**src/core/urw_pkg.sv**
```systemverilog
// package: register map, field layout and carriers for the upstream read/write block
package urw_pkg;

   // register byte offsets
   localparam logic [7:0] URW_WIN1_BASE_LO_OFS = 8'h50;
   localparam logic [7:0] URW_WIN1_BASE_HI_OFS = 8'h54;
   localparam logic [7:0] URW_WIN1_CTL_OFS     = 8'h58;
   localparam logic [7:0] URW_WIN2_BASE_LO_OFS = 8'h5C;
   localparam logic [7:0] URW_WIN2_BASE_HI_OFS = 8'h60;
   localparam logic [7:0] URW_WIN2_SIZE_OFS    = 8'h64;
   localparam logic [7:0] URW_RW_CTL_OFS       = 8'h68;
   localparam logic [7:0] URW_STATUS_OFS       = 8'h80;

   // field positions
   localparam int URW_WIN1_POL_BIT  = 0;
   localparam int URW_PACE_LSB      = 27;
   localparam int URW_PACE_MSB      = 29;
   localparam int URW_FRAG_LSB      = 30;
   localparam int URW_FRAG_MSB      = 31;
   localparam int URW_STAT_FCNT_LSB = 0;
   localparam int URW_STAT_BUSY_LSB = 8;

   // reset values
   localparam logic [31:0] URW_REG_RST      = 32'h0000_0000;
   localparam logic [1:0]  URW_FRAG_RST     = 2'h2;
   localparam logic [2:0]  URW_PACE_RST     = 3'h0;

   // pacing thresholds in completion data units
   localparam logic [3:0]  URW_PACE_T1 = 4'h1;
   localparam logic [3:0]  URW_PACE_T2 = 4'h2;
   localparam logic [3:0]  URW_PACE_T4 = 4'h4;
   localparam logic [3:0]  URW_PACE_T8 = 4'h8;

   // fragment boundary masks (byte address bits 6:2 below the boundary)
   localparam logic [4:0]  URW_MASK_32  = 5'h07;
   localparam logic [4:0]  URW_MASK_64  = 5'h0F;
   localparam logic [4:0]  URW_MASK_128 = 5'h1F;

   // apb slave states, gray along idle -> wait -> done
   typedef enum logic [1:0]
   {
      URW_IDLE = 2'h0,
      URW_WAIT = 2'h1,
      URW_DONE = 2'h3
   } urw_apb_state_e;

   // one upstream write beat: dword address, data, end of the write
   typedef struct packed
   {
      logic [63:0] addr;
      logic [31:0] data;
      logic        last;
   } urw_wbeat_s;

   localparam int URW_WBEAT_W = $bits(urw_wbeat_s);

endpackage : urw_pkg

```
**src/core/urw_top.sv**
```systemverilog
// upstream read window check, read pacing and write fragmentation with its fifo
//
// What this block does
// - window 1 base is 64 bits: low word and upper word registers
// - base plus size of window 1 decides smart prefetch eligibility
// - window 1 size is control bits 31:1, two byte granule, up to 4G
// - polarity 0: reads inside window 1 or window 2 are refused smart prefetch
// - polarity 1: only reads inside window 1 or window 2 get smart prefetch
// - window 2 base is 64 bits: low word and upper word registers
// - window 2 size is the full 32-bit size register, up to 4G
// - windows only matter while the smart prefetch mode field is on
// - pacing 000 all data, 001/010/011 1/2/4 left, 1xx 8 left
// - writes split at 32, 64 or 128 byte boundary by bits 31:30
// - write fragment field resets to 10, the 128 byte boundary
//
// The APB slave port is this design's own decision.
`timescale 1ns/10ps

// synchronous fifo with a registered ready flag, valid decoded from the registered level
module urw_fifo
   import urw_pkg::*;
#(
   parameter int WIDTH = 97,
   parameter int DEPTH = 16
)
(
   input  wire logic             clk_in,     // core clock
   input  wire logic             rst_in,     // sync reset, active high
   input  wire logic             ce_in,      // clock enable
   input  wire logic             in_valid_in,  // write side valid
   output logic                  in_ready_out, // write side ready
   input  wire logic [WIDTH-1:0] in_data_in,   // write side data
   output logic                  out_valid_out, // read side valid
   input  wire logic             out_ready_in,  // read side ready
   output logic [WIDTH-1:0]      out_data_out,  // read side data
   output logic [$clog2(DEPTH):0] count_out     // words held
);
   localparam int AW = $clog2(DEPTH);

   logic [WIDTH-1:0] mem_reg [DEPTH];
   logic [AW-1:0]    wptr_reg;
   logic [AW-1:0]    rptr_reg;
   logic [AW:0]      count_reg;
   logic [AW:0]      count_next;
   logic             push;
   logic             pop;

   initial
   begin
      if (DEPTH < 2 || (1 << AW) != DEPTH)
         $error("urw_fifo: depth must be a power of two of at least 2");
   end

   // handshakes and fill level
   assign push          = in_valid_in && in_ready_out;
   assign pop           = out_valid_out && out_ready_in;
   assign count_next    = count_reg + {{AW{1'b0}}, push} - {{AW{1'b0}}, pop};
   assign out_valid_out = (count_reg != '0);
   assign out_data_out  = mem_reg[rptr_reg];
   assign count_out     = count_reg;

   // storage array
   always_ff @(posedge clk_in)
   begin
      if (ce_in && push)
         mem_reg[wptr_reg] <= in_data_in;
   end

   // pointers, level and registered ready
   always_ff @(posedge clk_in)
   begin
      if (rst_in)
      begin
         wptr_reg     <= '0;
         rptr_reg     <= '0;
         count_reg    <= '0;
         in_ready_out <= 1'b0;
      end
      else if (ce_in)
      begin
         wptr_reg     <= wptr_reg + AW'(push);
         rptr_reg     <= rptr_reg + AW'(pop);
         count_reg    <= count_next;
         in_ready_out <= (count_next != (AW+1)'(DEPTH));
      end
   end

endmodule : urw_fifo

// top: apb registers, window check, read pacing, write fragmenter
module urw_top
   import urw_pkg::*;
#(
   parameter int NUM_CH     = 4,   // upstream read channels
   parameter int UNIT_W     = 16,  // width of data unit counts
   parameter int FIFO_DEPTH = 16   // write beat fifo depth
)
(
   input  wire logic              clk_in,          // core clock, 20 MHz
   input  wire logic              rst_in,          // sync reset, active high
   input  wire logic              ce_in,           // clock enable
   input  wire logic              psel_in,         // apb select
   input  wire logic              penable_in,      // apb enable
   input  wire logic              pwrite_in,       // apb direction
   input  wire logic [7:0]        paddr_in,        // apb byte address
   input  wire logic [31:0]       pwdata_in,       // apb write data
   output logic                   pready_out,      // apb ready
   output logic [31:0]            prdata_out,      // apb read data
   output logic                   pslverr_out,     // apb error, unmapped
   input  wire logic [3:0]        smart_mode_in,   // smart prefetch mode field
   input  wire logic              chk_valid_in,    // read address to classify
   input  wire logic [63:0]       chk_addr_in,     // pci memory read address
   output logic                   chk_done_out,    // classification valid
   output logic                   chk_smart_ok_out, // smart prefetch allowed
   input  wire logic              rd_valid_in,     // upstream read request
   input  wire logic [$clog2(NUM_CH)-1:0] rd_ch_in, // requesting channel
   input  wire logic [UNIT_W-1:0] rd_units_in,     // data units requested
   output logic                   rd_grant_out,    // request sent, pulse
   output logic [$clog2(NUM_CH)-1:0] rd_grant_ch_out, // granted channel
   input  wire logic              cpl_valid_in,    // completion data arrived
   input  wire logic [$clog2(NUM_CH)-1:0] cpl_ch_in, // completion channel
   input  wire logic [UNIT_W-1:0] cpl_units_in,    // units received
   input  wire logic              wr_valid_in,     // write beat valid
   output logic                   wr_ready_out,    // write beat ready
   input  wire urw_wbeat_s        wr_beat_in,      // write beat
   output logic                   wo_valid_out,    // fragmented beat valid
   input  wire logic              wo_ready_in,     // fragmented beat ready
   output urw_wbeat_s             wo_beat_out,     // beat, last ends fragment
   output logic [$clog2(NUM_CH)-1:0] unused_ch_out // reserved, held zero
);
   localparam int CW = $clog2(NUM_CH);
   localparam int FW = $clog2(FIFO_DEPTH) + 1;

   initial
   begin
      if (NUM_CH < 2 || NUM_CH > 16)
         $error("urw_top: NUM_CH must be 2 to 16");
      if (UNIT_W < 4 || UNIT_W > 32)
         $error("urw_top: UNIT_W must be 4 to 32");
   end

   // register storage
   logic [31:0]    win1_lo_reg;
   logic [31:0]    win1_hi_reg;
   logic [31:0]    win1_ctl_reg;
   logic [31:0]    win2_lo_reg;
   logic [31:0]    win2_hi_reg;
   logic [31:0]    win2_size_reg;
   logic [2:0]     pace_reg;
   logic [1:0]     frag_reg;
   urw_apb_state_e apb_reg;
   urw_apb_state_e apb_next;

   // apb decode
   logic        acc;
   logic        wr_en;
   logic        hit_mapped;
   logic [31:0] rd_mux;
   logic [31:0] status_word;
   logic [FW-1:0] fifo_count;
   logic [NUM_CH-1:0] busy;

   assign acc        = psel_in && penable_in;
   assign wr_en      = acc && pwrite_in && (apb_reg == URW_DONE);
   assign hit_mapped = (paddr_in == URW_WIN1_BASE_LO_OFS) || (paddr_in == URW_WIN1_BASE_HI_OFS)
                    || (paddr_in == URW_WIN1_CTL_OFS)     || (paddr_in == URW_WIN2_BASE_LO_OFS)
                    || (paddr_in == URW_WIN2_BASE_HI_OFS) || (paddr_in == URW_WIN2_SIZE_OFS)
                    || (paddr_in == URW_RW_CTL_OFS)       || (paddr_in == URW_STATUS_OFS);
   assign status_word = (32'(busy) << URW_STAT_BUSY_LSB) | (32'(fifo_count) << URW_STAT_FCNT_LSB);

   // read data selection
   always_comb
   begin
      case (paddr_in)
         URW_WIN1_BASE_LO_OFS: rd_mux = win1_lo_reg;
         URW_WIN1_BASE_HI_OFS: rd_mux = win1_hi_reg;
         URW_WIN1_CTL_OFS:     rd_mux = win1_ctl_reg;
         URW_WIN2_BASE_LO_OFS: rd_mux = win2_lo_reg;
         URW_WIN2_BASE_HI_OFS: rd_mux = win2_hi_reg;
         URW_WIN2_SIZE_OFS:    rd_mux = win2_size_reg;
         URW_RW_CTL_OFS:       rd_mux = {frag_reg, pace_reg, 27'h0000000};
         URW_STATUS_OFS:       rd_mux = status_word;
         default:              rd_mux = 32'h0000_0000;
      endcase
   end

   // apb state: two wait cycles, then pready for one cycle
   always_comb
   begin
      case (apb_reg)
         URW_IDLE: apb_next = acc ? URW_WAIT : URW_IDLE;
         URW_WAIT: apb_next = URW_DONE;
         URW_DONE: apb_next = URW_IDLE;
         default:  apb_next = URW_IDLE;
      endcase
   end

   always_ff @(posedge clk_in)
   begin
      if (rst_in)
      begin
         apb_reg     <= URW_IDLE;
         pready_out  <= 1'b0;
         prdata_out  <= 32'h0000_0000;
         pslverr_out <= 1'b0;
      end
      else if (ce_in)
      begin
         apb_reg     <= apb_next;
         pready_out  <= (apb_next == URW_DONE);
         prdata_out  <= (apb_next == URW_DONE && !pwrite_in) ? rd_mux : 32'h0000_0000;
         pslverr_out <= (apb_next == URW_DONE) && !hit_mapped;
      end
   end

   // register writes
   always_ff @(posedge clk_in)
   begin
      if (rst_in)
      begin
         win1_lo_reg   <= URW_REG_RST;
         win1_hi_reg   <= URW_REG_RST;
         win1_ctl_reg  <= URW_REG_RST;
         win2_lo_reg   <= URW_REG_RST;
         win2_hi_reg   <= URW_REG_RST;
         win2_size_reg <= URW_REG_RST;
         pace_reg      <= URW_PACE_RST;
         frag_reg      <= URW_FRAG_RST;
      end
      else if (ce_in && wr_en)
      begin
         case (paddr_in)
            URW_WIN1_BASE_LO_OFS: win1_lo_reg   <= pwdata_in;
            URW_WIN1_BASE_HI_OFS: win1_hi_reg   <= pwdata_in;
            URW_WIN1_CTL_OFS:     win1_ctl_reg  <= pwdata_in;
            URW_WIN2_BASE_LO_OFS: win2_lo_reg   <= pwdata_in;
            URW_WIN2_BASE_HI_OFS: win2_hi_reg   <= pwdata_in;
            URW_WIN2_SIZE_OFS:    win2_size_reg <= pwdata_in;
            URW_RW_CTL_OFS:
            begin
               pace_reg <= pwdata_in[URW_PACE_MSB:URW_PACE_LSB];
               frag_reg <= pwdata_in[URW_FRAG_MSB:URW_FRAG_LSB];
            end
            default: ;
         endcase
      end
   end

   // window bounds
   logic [63:0] win1_base;
   logic [63:0] win2_base;
   logic [31:0] win1_size;
   logic [64:0] win1_end;
   logic [64:0] win2_end;
   logic        in_win1;
   logic        in_win2;
   logic        win_hit;
   logic        smart_ok;
   logic        pol_allow;

   assign win1_base = {win1_hi_reg, win1_lo_reg};
   assign win2_base = {win2_hi_reg, win2_lo_reg};
   assign win1_size = {win1_ctl_reg[31:1], 1'b0};
   assign win1_end  = {1'b0, win1_base} + {33'h0_0000_0000, win1_size};
   assign win2_end  = {1'b0, win2_base} + {33'h0_0000_0000, win2_size_reg};
   assign in_win1   = (chk_addr_in >= win1_base) && ({1'b0, chk_addr_in} < win1_end);
   assign in_win2   = (chk_addr_in >= win2_base) && ({1'b0, chk_addr_in} < win2_end);
   assign win_hit   = in_win1 || in_win2;
   assign pol_allow = win1_ctl_reg[URW_WIN1_POL_BIT] ? win_hit : !win_hit;
   assign smart_ok  = (smart_mode_in != 4'h0) && pol_allow;

   // classification result, one cycle after the address
   always_ff @(posedge clk_in)
   begin
      if (rst_in)
      begin
         chk_done_out     <= 1'b0;
         chk_smart_ok_out <= 1'b0;
      end
      else if (ce_in)
      begin
         chk_done_out     <= chk_valid_in;
         chk_smart_ok_out <= chk_valid_in && smart_ok;
      end
   end

   // read pacing threshold
   logic [UNIT_W-1:0] thresh;
   logic [UNIT_W-1:0] rem_reg [NUM_CH];
   logic [NUM_CH-1:0] may_send;
   logic              grant;

   assign thresh = pace_reg[2]          ? UNIT_W'(URW_PACE_T8) :
                   (pace_reg == 3'h3)   ? UNIT_W'(URW_PACE_T4) :
                   (pace_reg == 3'h2)   ? UNIT_W'(URW_PACE_T2) :
                   (pace_reg == 3'h1)   ? UNIT_W'(URW_PACE_T1) : '0;

   assign grant = rd_valid_in && may_send[rd_ch_in] && !rd_grant_out;

   genvar g;
   generate
      for (g = 0; g < NUM_CH; g++)
      begin : g_ch
         logic [UNIT_W:0] add_v;
         logic [UNIT_W:0] sub_v;
         assign may_send[g] = (rem_reg[g] <= thresh);
         assign busy[g]     = (rem_reg[g] != '0);
         assign add_v = {1'b0, rem_reg[g]}
                      + ((grant && rd_ch_in == CW'(g)) ? {1'b0, rd_units_in} : '0);
         assign sub_v = (cpl_valid_in && cpl_ch_in == CW'(g)) ? {1'b0, cpl_units_in} : '0;

         // outstanding units, saturating at zero and at full scale
         always_ff @(posedge clk_in)
         begin
            if (rst_in)
               rem_reg[g] <= '0;
            else if (ce_in)
               rem_reg[g] <= (add_v <= sub_v) ? '0 :
                             ((add_v - sub_v) > {1'b0, {UNIT_W{1'b1}}}) ? {UNIT_W{1'b1}} :
                             UNIT_W'(add_v - sub_v);
         end
      end
   endgenerate

   // grant pulse
   always_ff @(posedge clk_in)
   begin
      if (rst_in)
      begin
         rd_grant_out    <= 1'b0;
         rd_grant_ch_out <= '0;
         unused_ch_out   <= '0;
      end
      else if (ce_in)
      begin
         rd_grant_out    <= grant;
         rd_grant_ch_out <= grant ? rd_ch_in : rd_grant_ch_out;
         unused_ch_out   <= '0;
      end
   end

   // write beat fifo
   logic       f_valid;
   logic       f_ready;
   urw_wbeat_s f_beat;
   logic [4:0] frag_mask;
   logic       frag_end;

   urw_fifo #(.WIDTH(URW_WBEAT_W), .DEPTH(FIFO_DEPTH)) u_fifo
   (
      .clk_in        (clk_in),
      .rst_in        (rst_in),
      .ce_in         (ce_in),
      .in_valid_in   (wr_valid_in),
      .in_ready_out  (wr_ready_out),
      .in_data_in    (wr_beat_in),
      .out_valid_out (f_valid),
      .out_ready_in  (f_ready),
      .out_data_out  (f_beat),
      .count_out     (fifo_count)
   );

   assign frag_mask = frag_reg[1] ? URW_MASK_128 : (frag_reg[0] ? URW_MASK_64 : URW_MASK_32);
   assign frag_end  = f_beat.last || ((f_beat.addr[6:2] & frag_mask) == frag_mask);
   assign f_ready   = !wo_valid_out || wo_ready_in;

   // output stage, last marks the end of each fragment
   always_ff @(posedge clk_in)
   begin
      if (rst_in)
      begin
         wo_valid_out <= 1'b0;
         wo_beat_out  <= '0;
      end
      else if (ce_in && f_ready)
      begin
         wo_valid_out     <= f_valid;
         wo_beat_out.addr <= f_beat.addr;
         wo_beat_out.data <= f_beat.data;
         wo_beat_out.last <= frag_end;
      end
   end

endmodule : urw_top

```
**config.mk**
```make
export PLATFORM = sky130hd
export DESIGN_NAME = urw_top
export DESIGN_NICKNAME = d
export VERILOG_FILES = /design/src/core/urw_pkg.sv /design/src/core/urw_top.sv
export SDC_FILE = /design/constraint.sdc
export NUM_CORES = 2
export LEC_CHECK = 0
export ABC_AREA = 1
export CAP_MARGIN = 20
export CORE_MARGIN = 3
export CORE_UTILIZATION = 43
export CTS_CLUSTER_SIZE = 8
export DETAILED_ROUTE_END_ITERATION = 8
export DONT_BUFFER_PORTS = 1
export SYNTH_ARGS = -nofsm -noshare
export SYNTH_HDL_FRONTEND = slang
export SYNTH_SLANG_ARGS = --single-unit
```
**constraint.sdc**
```tcl
create_clock -name clk_in -period 16.5 [get_ports clk_in]
set_clock_uncertainty 0.2 [all_clocks]
set_input_delay 3.3 -clock clk_in [delete_from_list [all_inputs] [get_ports clk_in]]
set_output_delay 3.3 -clock clk_in [all_outputs]
set_load 0.02 [all_outputs]
```
==> metrics.yaml <==
clock-root-buffer: "sky130_fd_sc_hd__clkbuf_16"
cts.path.max_buffers: 4
clk-insertion-delay-late_ns: 0.94
clkSlewWorstSetupHoldPaths_ns: 0.04
tritoncts_num_sinks: 1969
clock_power_share: 0.398
p_int_mw: 9.93
area_growth_synth_to_finish_pct: 11.8
kind_of_end_point_of_the_critical_path: "flop"
dominantRegCellSynth: "sky130_fd_sc_hd__edfxtp_1"
grt_pass1_vias: 65900
placement.io_buffers: 0
path_buf_inv: 1
detailedPlace.worstSlack_ns: 7.81
core_region_area_um2: 221000
crit_chain: "inv_1 -> a31oi_2 -> nor3b_2 -> nand3_2 -> nor2_1 -> ha_1 -> a21o_1 -> nand3_1 -> nand2_1 -> a21oi_1 -> o21ai_2 -> a21boi_0 -> o21ai_0 -> a21oi_1 -> xor2_1 -> ha_1 -> nand2_1 -> nor2_1 -> nand2_1 -> nor4_1 -> a21oi_1 -> o21ai_2 -> nor2_1"
combPwrFrac: 0.189
starting_drc_count_in_detailed_routing: 6554
leakage_nw: 38.8
finalWirelength_mm: 310
flip_flop_count_of_the_largest_register_all_copies_and_words_added: 1552
holdBufCountCts: 0
totalNegativeSetupSlack_ns: 0
setup_viol: 0
post_synthesis_sequential_element_count: 1969
fin_nets: 9536
max_clock_freq_ghz: 0.128
cts_inserted_buffers: 299
final_min_period_over_clock_period: 0.474
cts_post_setup_buffers_inserted: 0
worst_voltage_drop_across_the_vdd_grid_uv: 103
max-slew-margin-rel: 0.198
grt_remaining_overflow: 0
grt_start_max_net_pins: 193
drv.max_cap_violation_count: 0
wire_per_inst_um: 25.9
synth_cell_type_count: 71
dp_cells: 11500
clock_tree.htree_level_count: 5
max_stage_delay_ns: 0.51
critPathArrivalTime_ns: 8.18
period_needed_ns: 7.82
synth-seq-area-share: 0.580
post-route-drc-count: 0
startpoint_type: "primary input"
yosysWarnings: 0
syn_area_um2: 95800
net-switching-power_mw: 3.90
cts_resized: 0
grt_antenna_before_repair: 16
die_x_um: 478
largest_area_contributor_in_the_synthesized_netlist: "sky130_fd_sc_hd__edfxtp_1"
hold_depth: 2
reg2reg_slack_ns: 9.09
placementRows: 172
netlist.area_leader.share: 0.507
tritoncts: "yes"
power_density_nw_per_um2: 129
setup_ws_ns: 8.68
worstReg2RegStart: "pace_reg[2]"
synth_commonest_cells: "sky130_fd_sc_hd__edfxtp_1, sky130_fd_sc_hd__inv_1, sky130_fd_sc_hd__a21oi_1, sky130_fd_sc_hd__o21ai_0, sky130_fd_sc_hd__nand2_1"
ant_nets: 0
async_reset_ff_frac: 0
swShare: 0.282
route.vias.total: 68800
die-area_um2: 228000
unrepaired_setup_endpoints_after_global_routing: "no"
crit_required_ns: 16.86
p_seq_frac: 0.414
grt_first_pass_wirelength_mm: 447
cp_max_fo: 16
vias_cell: 5.75
synth_enable_flop_cells: 1616
outcome: "completed"
cp_slowest_cell: "sky130_fd_sc_hd__o21ai_2"
post_synth_main_area_contributors: "sky130_fd_sc_hd__edfxtp_1, sky130_fd_sc_hd__dfxtp_1, sky130_fd_sc_hd__ha_1"
netlist_instances: 8831
syn_avg_cell_area_um2: 10.8
worst-r2r-cell-count: 31
holdCritStartpoint: "u_fifo.rptr_reg[1]"
dp_hpwl_mm: 191
floorplan.die.height_um: 478
worst-slew-pin-transition_ns: 1.20
initial_utilization: 0.434
drv_slew: 0
proportion_of_layout_cells_with_a_drive_suffix_above_1: 0.0637
globalRouteTotalUtil: 0.263
hold_viol: 0
hold_removal_path_class: "flop to flop"
layoutNonFillerInstCount: 12000
number_of_optimization_iterations_in_the_first_detailed_route_pass: 6
critPathKind: "primary input to flop"
critical_path.reg2reg.endpoint: "rem_reg[2][1]"
synth.most_common_cell: "sky130_fd_sc_hd__edfxtp_1"
cpLargestDelayFamily: "compound AO/OA/AOI/OAI gates"
place.gp.congestion: 1.02
top_level_ports: 392
## kinds of logic after synthesis
family / after synthesis / share of synthesized area
DFF: 1969 / 0.580
and+or+nand+nor: 1806 / 0.0813
muxes: 388 / 0.0405
adders and majority gates: 482 / 0.0638
other: 1 / 0.0000392
xor gates and xnor gates: 237 / 0.0220
AOI/OAI and AO/OA: 2515 / 0.152
buffers and inverters: 1433 / 0.0600
## placed cells by master (no fill, tap or decap), types with 22 or more instances in the layout
cell type                   instances
sky130_fd_sc_hd__nor3_1            90
sky130_fd_sc_hd__a211oi_1          32
sky130_fd_sc_hd__nand4_1           46
sky130_fd_sc_hd__xor2_1           170
sky130_fd_sc_hd__xnor2_1           63
sky130_fd_sc_hd__clkbuf_16        305
sky130_fd_sc_hd__o21ai_1           48
sky130_fd_sc_hd__a21oi_2           22
sky130_fd_sc_hd__inv_1           1002
sky130_fd_sc_hd__mux2i_1          388
sky130_fd_sc_hd__a31oi_1           25
sky130_fd_sc_hd__a21oi_1          926
sky130_fd_sc_hd__a31o_2            56
sky130_fd_sc_hd__o211ai_1         400
sky130_fd_sc_hd__nand3_1          360
sky130_fd_sc_hd__nor2_4            22
sky130_fd_sc_hd__a31o_1            35
sky130_fd_sc_hd__dfxtp_1          349
sky130_fd_sc_hd__clkbuf_1         164
sky130_fd_sc_hd__o22ai_1           41
sky130_fd_sc_hd__nor4_1            54
sky130_fd_sc_hd__nor2_1           466
sky130_fd_sc_hd__o21ai_0          826
sky130_fd_sc_hd__ha_1             471
sky130_fd_sc_hd__buf_4             70
sky130_fd_sc_hd__edfxtp_1        1616
sky130_fd_sc_hd__nand2_1          723
sky130_fd_sc_hd__a21o_1            25
## power groups by stage
stage | clock network [mW] | logic [mW] | registers (mW)
final | 5.50 | 2.61 | 5.72
after global routing | 5.83 | 2.94 | 5.73
after CTS | 5.61 | 2.62 | 5.73
after detailed placement | 0 | 2.60 | 5.82
after global placement | 0 | 2.57 | 5.82
after floorplan | 0 | 2.20 | 5.72
## tightest hold or removal path, delay by kind of cell, from the launching register on
family           cells  cell delay (ns)
DFF                  1             0.32
and+or+nand+nor      2             0.13
## through the flow
step / hold WS, ns / cell area, µm² / power [mW] / util
6_report: 0.295 / 107000 / 13.8 / 0.485
5_1_grt: 0.329 / 107000 / 14.5 / 0.485
4_1_cts: 0.300 / 107000 / 14.0 / 0.485
3_5_place_dp: 0.292 / 98600 / 8.43 / 0.447
3_3_place_gp: 0.275 / 98500 / 8.39 / 0.447
2_1_floorplan: 0.251 / 95800 / 7.91 / -
## per-layer routing
metal,share of wire,track usage
met1,0.41,0.345
met2,0.47,0.424
met3,0.087,0.0622
met4,0.036,0.0951
met5,0.00021,0
## area by class of cell
class	count	area (µm²)
repair buffers	86	801
well taps	2958	3700
fillers	20000	114000
multi-input cells	5430	34600
clock buffers	472	8290
diodes	12	30.0
clock inverters	11	133
flip-flops and latches	1969	55600
inverters	1016	3850
## how the worst max path moves through the flow
stage,start,end,cells after the start
finish,rd_ch_in[0],rem_reg[2][1],23
global placement,rd_ch_in[0],rem_reg[1][1],25
floorplan,ce_in,u_fifo.mem_reg[0][0],5
global route,rd_ch_in[0],rem_reg[2][12],23
detailed placement,rd_ch_in[0],rem_reg[2][4],23
CTS,rd_ch_in[0],rem_reg[2][1],23
No activity file was read; power rests on OpenSTA's default activity.
